<file path="src/shared/position_counter_defines.vh">
`ifndef POSITION_COUNTER_DEFINES_VH
`define POSITION_COUNTER_DEFINES_VH

// ----------------------------------------------------------------
// Register byte offsets
// ----------------------------------------------------------------
`define OFS_POSITION_CONTROL 4'h0
`define OFS_WRAP_PERIOD 4'h4
`define OFS_COMPARE_VALUE 4'h8
`define OFS_COUNT_CAPTURE 4'hC

// ----------------------------------------------------------------
// Control register fields
// ----------------------------------------------------------------
`define CTL_MODE_HI 18
`define CTL_MODE_LO 17
`define CTL_THREE_PHASE 16
`define CTL_MATCH_FLAG 15
`define CTL_REVERSE_ERR 14
`define CTL_DIRECTION 13
`define CTL_INDEX_DET 12
`define CTL_SOFT_CAPTURE 11
`define CTL_COUNT_CLEAR 10
`define CTL_INDEX_EDGE 9
`define CTL_CMP_EN 8
`define CTL_INDEX_EN 7
`define CTL_RUN 6
`define CTL_FILT_HI 5
`define CTL_FILT_LO 4
`define CTL_IRQ_EN 3
`define CTL_DIV_HI 2
`define CTL_DIV_LO 0

// ----------------------------------------------------------------
// Modes, reset values, filter widths in system clock periods
// ----------------------------------------------------------------
`define MODE_ENCODER 2'h0
`define MODE_SENSOR_EVENT 2'h1
`define MODE_SENSOR_TIMER 2'h2
`define MODE_TIMER 2'h3
`define RST_ZERO32 32'h00000000
`define FILT_CYC_01 7'h1F
`define FILT_CYC_10 7'h3F
`define FILT_CYC_11 7'h7F
`define RESP_OKAY 2'h0
`define RESP_SLVERR 2'h2

`endif

</file>
<file path="src/design/quadrature_hall_position_counter.v">
// What this block does
// - Interrupt raised only with interrupt enable set
// - Filter selector: bypass, 31, 63, 127 cycles
// - Count pulse divided by 1 to 128
// - Mode field picks four modes, eight configs
// - Stopping holds counter; only clear zeroes it
// - Match and reverse flags: read-clear, zero stopped
// - Index flag and direction forced zero stopped
// - Encoder counter wraps at wrap period
// - 16-bit compare match in encoder/event modes
// - Encoder index mode: match irq waits for index
// - Sensor timer compare flags abnormal interval
// - Timer mode 24-bit compare sets match
// - Upper compare bits only in timer modes
// - Event mode counts up/down with wrap
// - Sensor timer counts clocks, captures per pulse
// - Timer counts clocks, captures on index edge
// - Capture cleared by reset or clear+capture
// - Upper count bits read zero in 16-bit modes
// - Direction reads one clockwise, zero otherwise
// - Counter clear write zeroes counter, reads zero
// - Software capture only in timer-type modes
`include "position_counter_defines.vh"
`timescale 1ns/1ps
`default_nettype none

module quadrature_hall_position_counter (
    input wire clk,
    input wire arst_n,
    input wire ce,
    input wire s_axi_awvalid,
    output reg s_axi_awready,
    input wire [3:0] s_axi_awaddr,
    input wire [2:0] s_axi_awprot,
    input wire s_axi_wvalid,
    output reg s_axi_wready,
    input wire [31:0] s_axi_wdata,
    input wire [3:0] s_axi_wstrb,
    output reg s_axi_bvalid,
    input wire s_axi_bready,
    output reg [1:0] s_axi_bresp,
    input wire s_axi_arvalid,
    output reg s_axi_arready,
    input wire [3:0] s_axi_araddr,
    input wire [2:0] s_axi_arprot,
    output reg s_axi_rvalid,
    input wire s_axi_rready,
    output reg [31:0] s_axi_rdata,
    output reg [1:0] s_axi_rresp,
    input wire sense_a,
    input wire sense_b,
    input wire sense_z,
    output reg position_irq,
    output reg event_pulse
);

    // ------------------------------------------------------------
    // Input synchronisers and noise filters
    // ------------------------------------------------------------
    wire [2:0] pin_in;
    reg [2:0] sync1_q;
    reg [2:0] sync2_q;
    wire [2:0] filt;
    reg [1:0] filter_width_sel_q;
    reg [6:0] filt_lim;

    assign pin_in = {sense_z, sense_b, sense_a};

    always @(posedge clk or negedge arst_n) begin
        if (!arst_n) begin
            sync1_q <= 3'h0;
            sync2_q <= 3'h0;
        end else if (ce) begin
            sync1_q <= pin_in;
            sync2_q <= sync1_q;
        end
    end

    always @* begin
        case (filter_width_sel_q)
            2'h1: filt_lim = `FILT_CYC_01;
            2'h2: filt_lim = `FILT_CYC_10;
            default: filt_lim = `FILT_CYC_11;
        endcase
    end

    // Filter keeps counting while stopped so the level is always clean
    genvar gi;
    generate
        for (gi = 0; gi < 3; gi = gi + 1) begin : g_filt
            reg [6:0] cnt_q;
            reg lvl_q;
            always @(posedge clk or negedge arst_n) begin
                if (!arst_n) begin
                    cnt_q <= 7'h00;
                    lvl_q <= 1'b0;
                end else if (ce) begin
                    if (filter_width_sel_q == 2'h0) begin
                        lvl_q <= sync2_q[gi];
                        cnt_q <= 7'h00;
                    end else if (sync2_q[gi] == lvl_q) begin
                        cnt_q <= 7'h00;
                    end else if (cnt_q + 7'h01 >= filt_lim) begin
                        lvl_q <= sync2_q[gi];
                        cnt_q <= 7'h00;
                    end else begin
                        cnt_q <= cnt_q + 7'h01;
                    end
                end
            end
            assign filt[gi] = lvl_q;
        end
    endgenerate

    // ------------------------------------------------------------
    // Control state
    // ------------------------------------------------------------
    reg [1:0] mode_q;
    reg three_phase_sel_q;
    reg match_q;
    reg reverr_q;
    reg direction_bit_q;
    reg index_det_q;
    reg index_edge_q;
    reg cmp_en_q;
    reg index_en_q;
    reg run_q;
    reg irq_en_q;
    reg [2:0] div_sel_q;
    reg [15:0] wrap_period_q;
    reg [23:0] compare_q;
    reg [23:0] counter_q;
    reg [23:0] capture_q;
    reg [6:0] div_cnt_q;
    reg [2:0] prev_q;
    reg dir_seen_q;
    reg match_prev_q;

    // ------------------------------------------------------------
    // Edge decode and direction
    // ------------------------------------------------------------
    function [2:0] hall_idx;
        input [2:0] s;
        begin
            case (s)
                3'h1: hall_idx = 3'h0;
                3'h3: hall_idx = 3'h1;
                3'h2: hall_idx = 3'h2;
                3'h6: hall_idx = 3'h3;
                3'h4: hall_idx = 3'h4;
                3'h5: hall_idx = 3'h5;
                default: hall_idx = 3'h7;
            endcase
        end
    endfunction

    reg quad_count_pulse;
    reg pulse_cw;
    reg [2:0] idx_now;
    reg [2:0] idx_old;
    reg z_rise;
    reg z_fall;
    reg z_enc_edge;
    reg z_tmr_edge;
    reg index_hit;
    reg index_clear;
    wire timer_type;

    assign timer_type = (mode_q == `MODE_SENSOR_TIMER) || (mode_q == `MODE_TIMER);

    always @* begin
        idx_now = hall_idx(filt);
        idx_old = hall_idx(prev_q);
        quad_count_pulse = 1'b0;
        pulse_cw = 1'b0;
        if (three_phase_sel_q) begin
            // Six edges per electrical turn from the three Hall lines
            if (idx_now != 3'h7 && idx_old != 3'h7 && idx_now != idx_old) begin
                quad_count_pulse = 1'b1;
                pulse_cw = (idx_now == ((idx_old == 3'h5) ? 3'h0 : idx_old + 3'h1));
            end
        end else if ((filt[0] ^ prev_q[0]) ^ (filt[1] ^ prev_q[1])) begin
            quad_count_pulse = 1'b1;
            pulse_cw = prev_q[1] ^ filt[0];
        end
        if (!run_q || mode_q == `MODE_TIMER) begin
            quad_count_pulse = 1'b0;
        end
        z_rise = filt[2] & ~prev_q[2];
        z_fall = ~filt[2] & prev_q[2];
        z_enc_edge = (mode_q == `MODE_ENCODER) && run_q &&
                     (direction_bit_q ? z_rise : z_fall);
        z_tmr_edge = (mode_q == `MODE_TIMER) && run_q && (index_edge_q ? z_fall : z_rise);
        index_hit = z_enc_edge || z_tmr_edge;
        index_clear = index_hit && index_en_q;
    end

    // ------------------------------------------------------------
    // Compare
    // ------------------------------------------------------------
    reg match_now;
    reg [23:0] cmp_mask;

    always @* begin
        cmp_mask = timer_type ? 24'hFFFFFF : 24'h00FFFF;
        match_now = run_q && cmp_en_q &&
                    ((counter_q & cmp_mask) == (compare_q & cmp_mask));
    end

    // ------------------------------------------------------------
    // Register bus
    // ------------------------------------------------------------
    reg [3:0] waddr_q;
    reg [31:0] wdata_q;
    reg [3:0] wstrb_q;
    wire do_write;
    wire wr_ctl;
    wire rd_take;
    wire rd_ctl;
    wire soft_clear;
    wire soft_capture;

    assign do_write = !s_axi_awready && !s_axi_wready && !s_axi_bvalid;
    assign wr_ctl = do_write && (waddr_q == `OFS_POSITION_CONTROL) && (wstrb_q == 4'hF);
    assign rd_take = s_axi_arvalid && s_axi_arready;
    assign rd_ctl = rd_take && (s_axi_araddr == `OFS_POSITION_CONTROL);
    assign soft_clear = wr_ctl && wdata_q[`CTL_COUNT_CLEAR];
    assign soft_capture = wr_ctl && wdata_q[`CTL_SOFT_CAPTURE] && timer_type;

    always @(posedge clk or negedge arst_n) begin
        if (!arst_n) begin
            s_axi_awready <= 1'b1;
            s_axi_wready <= 1'b1;
            s_axi_bvalid <= 1'b0;
            s_axi_bresp <= `RESP_OKAY;
            s_axi_arready <= 1'b1;
            s_axi_rvalid <= 1'b0;
            s_axi_rdata <= `RST_ZERO32;
            s_axi_rresp <= `RESP_OKAY;
            waddr_q <= 4'h0;
            wdata_q <= `RST_ZERO32;
            wstrb_q <= 4'h0;
            mode_q <= `MODE_ENCODER;
            three_phase_sel_q <= 1'b0;
            index_edge_q <= 1'b0;
            cmp_en_q <= 1'b0;
            index_en_q <= 1'b0;
            run_q <= 1'b0;
            filter_width_sel_q <= 2'h0;
            irq_en_q <= 1'b0;
            div_sel_q <= 3'h0;
            wrap_period_q <= 16'h0000;
            compare_q <= 24'h000000;
        end else if (ce) begin
            if (s_axi_awvalid && s_axi_awready) begin
                waddr_q <= {s_axi_awaddr[3:2], 2'h0};
                s_axi_awready <= 1'b0;
            end
            if (s_axi_wvalid && s_axi_wready) begin
                wdata_q <= s_axi_wdata;
                wstrb_q <= s_axi_wstrb;
                s_axi_wready <= 1'b0;
            end
            if (do_write) begin
                s_axi_bvalid <= 1'b1;
                s_axi_bresp <= `RESP_OKAY;
                // Partial-word writes are dropped to keep fields coherent
                if (wstrb_q == 4'hF) begin
                    case (waddr_q)
                        `OFS_POSITION_CONTROL: begin
                            mode_q <= wdata_q[`CTL_MODE_HI:`CTL_MODE_LO];
                            three_phase_sel_q <= wdata_q[`CTL_THREE_PHASE];
                            index_edge_q <= wdata_q[`CTL_INDEX_EDGE];
                            cmp_en_q <= wdata_q[`CTL_CMP_EN];
                            index_en_q <= wdata_q[`CTL_INDEX_EN];
                            run_q <= wdata_q[`CTL_RUN];
                            filter_width_sel_q <= wdata_q[`CTL_FILT_HI:`CTL_FILT_LO];
                            irq_en_q <= wdata_q[`CTL_IRQ_EN];
                            div_sel_q <= wdata_q[`CTL_DIV_HI:`CTL_DIV_LO];
                        end
                        `OFS_WRAP_PERIOD: wrap_period_q <= wdata_q[15:0];
                        `OFS_COMPARE_VALUE: compare_q <= wdata_q[23:0];
                        default: ;
                    endcase
                end
            end
            if (s_axi_bvalid && s_axi_bready) begin
                s_axi_bvalid <= 1'b0;
                s_axi_awready <= 1'b1;
                s_axi_wready <= 1'b1;
            end
            if (rd_take) begin
                s_axi_arready <= 1'b0;
                s_axi_rvalid <= 1'b1;
                s_axi_rresp <= `RESP_OKAY;
                case ({s_axi_araddr[3:2], 2'h0})
                    `OFS_POSITION_CONTROL:
                        s_axi_rdata <= {13'h0000, mode_q, three_phase_sel_q, match_q,
                                        reverr_q, direction_bit_q, index_det_q, 2'h0,
                                        index_edge_q, cmp_en_q, index_en_q, run_q,
                                        filter_width_sel_q, irq_en_q, div_sel_q};
                    `OFS_WRAP_PERIOD: s_axi_rdata <= {16'h0000, wrap_period_q};
                    `OFS_COMPARE_VALUE: s_axi_rdata <= {8'h00, compare_q};
                    default:
                        s_axi_rdata <= timer_type ? {8'h00, capture_q} :
                                       {16'h0000, counter_q[15:0]};
                endcase
            end
            if (s_axi_rvalid && s_axi_rready) begin
                s_axi_rvalid <= 1'b0;
                s_axi_arready <= 1'b1;
            end
        end
    end

    // ------------------------------------------------------------
    // Counter, capture, flags, divider, interrupt
    // ------------------------------------------------------------
    wire div_fire;
    wire match_evt;
    wire match_irq_ok;
    reg [6:0] div_reload;

    always @* begin
        div_reload = 7'h00;
        case (div_sel_q)
            3'h0: div_reload = 7'h00;
            3'h1: div_reload = 7'h01;
            3'h2: div_reload = 7'h03;
            3'h3: div_reload = 7'h07;
            3'h4: div_reload = 7'h0F;
            3'h5: div_reload = 7'h1F;
            3'h6: div_reload = 7'h3F;
            default: div_reload = 7'h7F;
        endcase
    end

    assign div_fire = quad_count_pulse && (div_cnt_q == 7'h00);
    assign match_evt = match_now && !match_prev_q;
    assign match_irq_ok = !((mode_q == `MODE_ENCODER) && index_en_q && !index_det_q);

    always @(posedge clk or negedge arst_n) begin
        if (!arst_n) begin
            counter_q <= 24'h000000;
            capture_q <= 24'h000000;
            div_cnt_q <= 7'h00;
            prev_q <= 3'h0;
            match_q <= 1'b0;
            reverr_q <= 1'b0;
            direction_bit_q <= 1'b0;
            index_det_q <= 1'b0;
            dir_seen_q <= 1'b0;
            match_prev_q <= 1'b0;
            position_irq <= 1'b0;
            event_pulse <= 1'b0;
        end else if (ce) begin
            prev_q <= filt;
            match_prev_q <= match_now;
            event_pulse <= div_fire;
            position_irq <= irq_en_q && (div_fire || (match_evt && match_irq_ok));
            // Counter: software clear beats index clear beats counting
            if (soft_clear) begin
                counter_q <= 24'h000000;
            end else if (!run_q) begin
                counter_q <= counter_q;
            end else if (index_clear) begin
                counter_q <= 24'h000000;
            end else begin
                case (mode_q)
                    `MODE_ENCODER: begin
                        if (quad_count_pulse && pulse_cw) begin
                            counter_q <= (counter_q[15:0] == wrap_period_q) ? 24'h000000 :
                                         {8'h00, counter_q[15:0] + 16'h0001};
                        end else if (quad_count_pulse) begin
                            counter_q <= (counter_q[15:0] == 16'h0000) ? {8'h00, wrap_period_q} :
                                         {8'h00, counter_q[15:0] - 16'h0001};
                        end
                    end
                    `MODE_SENSOR_EVENT: begin
                        if (quad_count_pulse) begin
                            counter_q <= {8'h00, pulse_cw ? counter_q[15:0] + 16'h0001 :
                                          counter_q[15:0] - 16'h0001};
                        end
                    end
                    `MODE_SENSOR_TIMER: begin
                        counter_q <= quad_count_pulse ? 24'h000000 :
                                     counter_q + 24'h000001;
                    end
                    default: counter_q <= counter_q + 24'h000001;
                endcase
            end
            // Capture survives stop; only reset or clear-then-capture zeroes it
            if (soft_capture) begin
                capture_q <= soft_clear ? 24'h000000 : counter_q;
            end else if (run_q && mode_q == `MODE_SENSOR_TIMER && quad_count_pulse) begin
                capture_q <= counter_q;
            end else if (index_clear && mode_q == `MODE_TIMER) begin
                capture_q <= counter_q;
            end
            if (!run_q) begin
                div_cnt_q <= 7'h00;
                match_q <= 1'b0;
                reverr_q <= 1'b0;
                direction_bit_q <= 1'b0;
                index_det_q <= 1'b0;
                dir_seen_q <= 1'b0;
            end else begin
                if (quad_count_pulse) begin
                    div_cnt_q <= div_fire ? div_reload : div_cnt_q - 7'h01;
                    direction_bit_q <= pulse_cw;
                    dir_seen_q <= 1'b1;
                end
                // Hardware set wins over the read clear; set once per arrival
                if (match_evt) begin
                    match_q <= 1'b1;
                end else if (rd_ctl) begin
                    match_q <= 1'b0;
                end
                if (quad_count_pulse && mode_q == `MODE_SENSOR_TIMER && dir_seen_q &&
                    pulse_cw != direction_bit_q) begin
                    reverr_q <= 1'b1;
                end else if (rd_ctl) begin
                    reverr_q <= 1'b0;
                end
                if (index_hit) begin
                    index_det_q <= 1'b1;
                end
            end
        end
    end

endmodule // quadrature_hall_position_counter

`default_nettype wire

</file>
<file path="config.mk">
export PLATFORM = sky130hd
export DESIGN_NAME = quadrature_hall_position_counter
export DESIGN_NICKNAME = d
export VERILOG_FILES = /design/src/design/quadrature_hall_position_counter.v
export VERILOG_INCLUDE_DIRS = /design/src /design/src/shared
export SDC_FILE = /design/constraint.sdc
export NUM_CORES = 1
export LEC_CHECK = 0
export ABC_AREA = 1
export BUFFER_PORTS_ARGS = -buffer_cell sky130_fd_sc_hd__buf_2
export CORE_MARGIN = 4
export CORE_UTILIZATION = 61
export CTS_CLUSTER_DIAMETER = 80
export DETAILED_ROUTE_END_ITERATION = 16
export GPL_TIMING_DRIVEN = 0
export PLACE_DENSITY = 0.84
export SLEW_MARGIN = 0
export SYNTH_ARGS = -nofsm -noshare
export SYNTH_HDL_FRONTEND = slang
export SYNTH_SLANG_ARGS = --single-unit
</file>
<file path="constraint.sdc">
create_clock -name clk -period 2.9 [get_ports clk]
set_input_delay 0.145 -clock clk [delete_from_list [all_inputs] [get_ports clk]]
set_output_delay 0.145 -clock clk [all_outputs]
set_load 0.05 [all_outputs]
</file>
# After elaboration in Yosys (flattened, before gate mapping)
# Cells that the tools add are included.
# classes
n_eq_ne,48
muxes,74
n_reduce_logical,82
bitwise_logic,10
addsub,8
n_lt_le_gt_ge,3
# op_table
op,count
$mux 24,13
$pmux 24 s3,2
$mux 7,12
$pmux 7 s7,1
$and 24x24->24,2
$mux 16,3
$mux 1,39
$pmux 3 s6,2
$logic_and 1x1->1,35
$eq 3x3->1 const B,10
$add 24x1->24 const B,1
$eq 24x24->1,1
$reduce_and 2->1,12
$add 7x1->7 const B,3
$ge 7x7->1,3
$eq 3x2->1 const B,6
$add 16x1->16 const B,1
$eq 16x16->1,1
$logic_not 16->1,1
$reduce_and 4->1,4
$reduce_bool 2->1,8
$sub 16x1->16 const B,1
$pmux 7 s2,1
$eq 2x2->1 const B,5
other kinds (27),58
# totals
output_inout_bits,43
input_bits,61
wordCells,265
regBits,216

# Depth between registers and ports, before layout
# logic_depth
depth_word,14
depth_mapped,19
ltp_nobuf,18

# Worst setup path before layout
# OpenSTA, ideal clock, no wires.
# synth_path
path_type,register -> register
start,"register prev_q[2], in the netlist hall_idx.s[2]"
end,register counter_q[6]
path_slack_ns,0.683
n_path_buf,1
required_time_ns,2.784
arrival_time_ns,2.101
synth_period_minus_slack_ns,2.217
stages_incl_launch_ff,18
setup_ns,0.116
path_cell_list,dfrtp_1 inv_1 nand2_1 o21ai_1 inv_2 ha_1 nand2_1 nand2_1 nand2_1 nor2_1 nand3_2 nand2_4 buf_2 nand4_1 nand3_1 nand3_1 nand2_1 nand2_1
# synth_via
elab_chain_cells,14
word_cells_on_any_way,41
classes_between,add/sub: 1; eq/ne: 12; mux: 17; bitwise: 3; reduce/logical: 8
# synth_rtl
item,line_no,text
start: declaration,quadrature_hall_position_counter.v:135,reg [2:0] prev_q;
start signal: assignment,quadrature_hall_position_counter.v:357,prev_q <= filt;
branches (longest 14 deep; another with $add 3x1->3),-,
end signal: assignment,quadrature_hall_position_counter.v:365,counter_q <= counter_q;
end signal: assignment,quadrature_hall_position_counter.v:372,counter_q <= (counter_q[15:0] == wrap_period_q) ? 24'h000000 :
end signal: assignment,quadrature_hall_position_counter.v:375,"counter_q <= (counter_q[15:0] == 16'h0000) ? {8'h00, wrap_period_q} :"
end: declaration,quadrature_hall_position_counter.v:132,reg [23:0] counter_q;
# Parallel ways; which one is timed is not known. The select of a mux whose other input is x is not followed.
# A chain may end at the register's enable or synchronous reset.

# Worst setup path after layout
# layout_path
start,register counter_q[1]
end,register counter_q[8]
# layout_via
elab_chain_cells,8
word_cells_on_any_way,16
classes_between,add/sub: 3; eq/ne: 1; mux: 11; reduce/logical: 1
# layout_rtl
item,line_no,text
$sub 16x1->16 / $logic_not 16->1 (equally long branches),"quadrature_hall_position_counter.v:376, quadrature_hall_position_counter.v:382, quadrature_hall_position_counter.v:375",
$mux 16,quadrature_hall_position_counter.v:375,
$mux 24,quadrature_hall_position_counter.v:374,end else if (quad_count_pulse) begin
$mux 24,quadrature_hall_position_counter.v:371,if (quad_count_pulse && pulse_cw) begin
$pmux 24 s3 (*),quadrature_hall_position_counter.v:369,case (mode_q)
$mux 24 (*),quadrature_hall_position_counter.v:366,end else if (index_clear) begin
$mux 24 (*),quadrature_hall_position_counter.v:364,end else if (!run_q) begin
$mux 24 (*),quadrature_hall_position_counter.v:362,if (soft_clear) begin
# Every way passes the cells marked *; elsewhere a longest branch is shown, timed or not. The select of a mux whose other input is x is not followed.

==> results.ini <==
[pwr]
p_seq_share_pct=43.9
leakage_nw=7.63
p_int_mw=5.22
power_frac_clock_pct=37.7
net-switching-power_mw=2.49
powerDensity_nw_per_um2=530
power_frac_comb_pct=18.4
p_total_mw=7.71
sw_frac_of_total_pct=32.3
irDropWorstVdd_mv=0.754

[place]
place.gp.congestion=1.04
hpwlAfterDp_um=31700
port_buffers=75
pre_cts_ws_ns=0.154
dpl-instance-area_um2=13400

[sta]
fmax_mhz=363
tightest_slew_ns=0.893
min_period_ns=2.76
finalHoldViolations=0
setup_slack_ns=0.144
relSlewSlack_pct=40.5
rsz0062_at_grt=false
drv_slew=0
finClkSkew_ns=0.0182
finalSetupViolations=0
post-route-period-util_pct=95.0

[setup_path]
critPathArrivalTime_ns=3.17
r2r_cells=13
r2r-end=counter_q[8]
r2r_slack_ns=0.14
endpoint_kind=register
path_max_fanout=10
crit_top_cell=nand2_1
reg2reg_from=counter_q[1]
crit_slowest_cell=dfrtp_1
timing_worst_setup_path_type=register to register
cpPeakStageDelay_ns=0.39
crit_required_ns=3.32
crit_path_cell_trace=buf_2, inv_1, ha_1, nand3_1, nor3b_2, nand2_1, clkbuf_1, o21ai_0, nand2_1, nand3_1, nand2_1, nand2_1, nand2_1
start_kind=register

[global_route]
gr-usage-met2_pct=63.4
antenna_found_initial=0
grt_pass1_vias=12700
grt-ovfl-total=0
grt_start_max_net_pins=129
met3_usage_pct=7.11
grt_usage_pct=39.9
use_met1_pct=54.0
grt_pass1_wl_um=70800
gr-max-usage-layer=met2

[hold_path]
min_path_cells=3
hold_class=primary input to register
min_to=dir_seen_q
hold_start=ce

[route]
wirelength_um=45400
vias=13100
drtPass1Iterations=6
remaining_drc_errors=0
drtAntennaViolNets=0
viasPerCell=6.02
drt-initial-drc-count=1638
wire_per_inst_um=20.9

[yosys]
syn_avg_cell_area_um2=7.29
syn_inst=1731
synth_area_um2=12600
synth_top_area_share_pct=40.7
ys_seq_area_share_pct=41.3
synth_area_leader_cell=dfrtp_1
ys.flop_type=dfrtp_1
yosysUniqueCellTypes=52
synthArstFlopShare_pct=100
synth-seq-cells=208
yosys-top-cells-area=dfrtp_1, nand2_1, o21ai_0
synth_edf_count=0
yosysWarningCount=0

[die]
initial_core_util_pct=62.1
io-pin-count=104
core_area_um2=20300
dieHeight_um=152
rows=52
dieArea_um2=23000
die_w_um=152

[clocking]
clkTransAtPathRegs_ns=0.07
clock_path_buffers=3
clock_latency_ns=0.54
cts_tree=done
htree_levels=1
cts_buffers=23
numClockSinks=208
root_buffer=clkbuf_16

[final_layout]
final_nets=1963
drive_gt1_share_pct=10.3
layout_commonest_cell=nand2_1
final_cell_mix=nand2_1, dfrtp_1, inv_1
final_cell_area_um2=14600
synthToLayoutAreaGrowth_pct=15.4
fin_util_pct=71.7
fillers=1599
antennaDiodeCount=0

[outcome]
outcome=finished, final reports clean

[run]
cap_viol_max_count=0

metal layers:
layer,wire length [µm],part of all wire [%],up-vias
li1,-,-,5893
met1,17800,39,6107
met2,20400,45,880
met3,4800,11,179
met4,2360,5.2,0
met5,0,0,-
how the worst max path moves through the flow:
| stage | from | endpoint | slack [ns] | cells past startpoint |
|---|---|---|---|---|
| global placement | arst_n | s_axi_rdata[21] | -1.83 | 1 |
| detailed placement | hall_idx.s[2] | counter_q[8] | 0.15 | 17 |
| floorplan | hall_idx.s[2] | counter_q[6] | 0.68 | 17 |
| global route | hall_idx.s[2] | counter_q[8] | 0.01 | 17 |
| CTS | hall_idx.s[2] | counter_q[9] | 0.15 | 17 |
| finish | counter_q[1] | counter_q[8] | 0.14 | 13 |
synth_stat cells (all sizes together), types with 3 or more instances:
cell type,n
nand3b,29
o211ai,6
a21oi,26
dfstp,3
nand4,37
o22ai,15
o31ai,5
a211oi,11
o21bai,4
buf,49
nor4,7
a221oi,4
o221ai,4
o21ai,161
a2bb2oi,5
dfrtp,205
nor2,158
ha,18
o41ai,3
nor3,17
nand3,104
nand2,558
o32ai,4
xor2,56
inv,168
xnor2,13
clkbuf,47
kinds of logic after synthesis:
family                   share of synthesized area (%)
AND/OR/NAND/NOR                                   31.2
buffers and inverters                             9.20
AO/OA/AOI/OAI                                     11.7
flip-flops                                        41.3
XOR/XNOR                                          4.79
adder cells (fa/ha/maj)                           1.79
other                                           0.0297
multiplexers                                    0.0794
layout make-up:
type | instances | area, µm² | share of cell area, %
buffer | 96 | 524 | 3.60
timing repair buffer | 117 | 818 | 5.62
multi-input combinational | 1268 | 6290 | 43.2
tap | 270 | 338 | 2.32
clock inverter | 7 | 60.1 | 0.413
inverter | 170 | 638 | 4.39
clock buffer | 33 | 673 | 4.63
sequential | 208 | 5210 | 35.8
sequential cells by signal (all words and copies together), names as in the netlist, 4 cells and up:
| register | count |
|---|---|
| capture_q | 24 |
| compare_q | 24 |
| counter_q | 24 |
| div_cnt_q | 7 |
| g_filt.cnt_q | 21 |
| s_axi_rdata | 24 |
| wdata_q | 24 |
| wrap_period_q | 16 |
| wstrb_q | 4 |
per-stage QoR:
stage	instances	TNS, ns	hold slack (ns)
final	2169	0	0.0219
after global routing	2169	0	0.0414
after CTS	2167	0	0.0126
after detailed placement	2088	0	0.197
after global placement	2087	-370.72	0.344
after floorplan	1742	0	-0.151
critical path, delay by kind of cell (launching register included):
kind | cells | cell delay [ns]
and+or+nand+nor | 8 | 1.15
AOI/OAI and AO/OA | 1 | 0.23
adders and majority gates | 1 | 0.25
buffers and inverters | 3 | 0.64
DFF | 1 | 0.39
power by group through the flow:
stage | sequential [mW] | clock [mW] | combinational, mW
floorplan | 3.43 | 0 | 0.772
global placement | 3.39 | 0 | 1.20
detailed placement | 3.40 | 0 | 1.24
CTS | 3.35 | 2.88 | 1.33
global route | 3.40 | 3.02 | 1.55
finish | 3.39 | 2.91 | 1.42
timing repair:
| item | CTS | global route |
|---|---|---|
| endpoints found under the setup margin | 0 | 15 |
| resized for setup | 0 | 4 |
| hold buffers | 39 | 0 |
| setup buffers | 0 | 2 |
| endpoints found under the hold margin | 118 | 0 |
(Power assumes the default switching activity.)
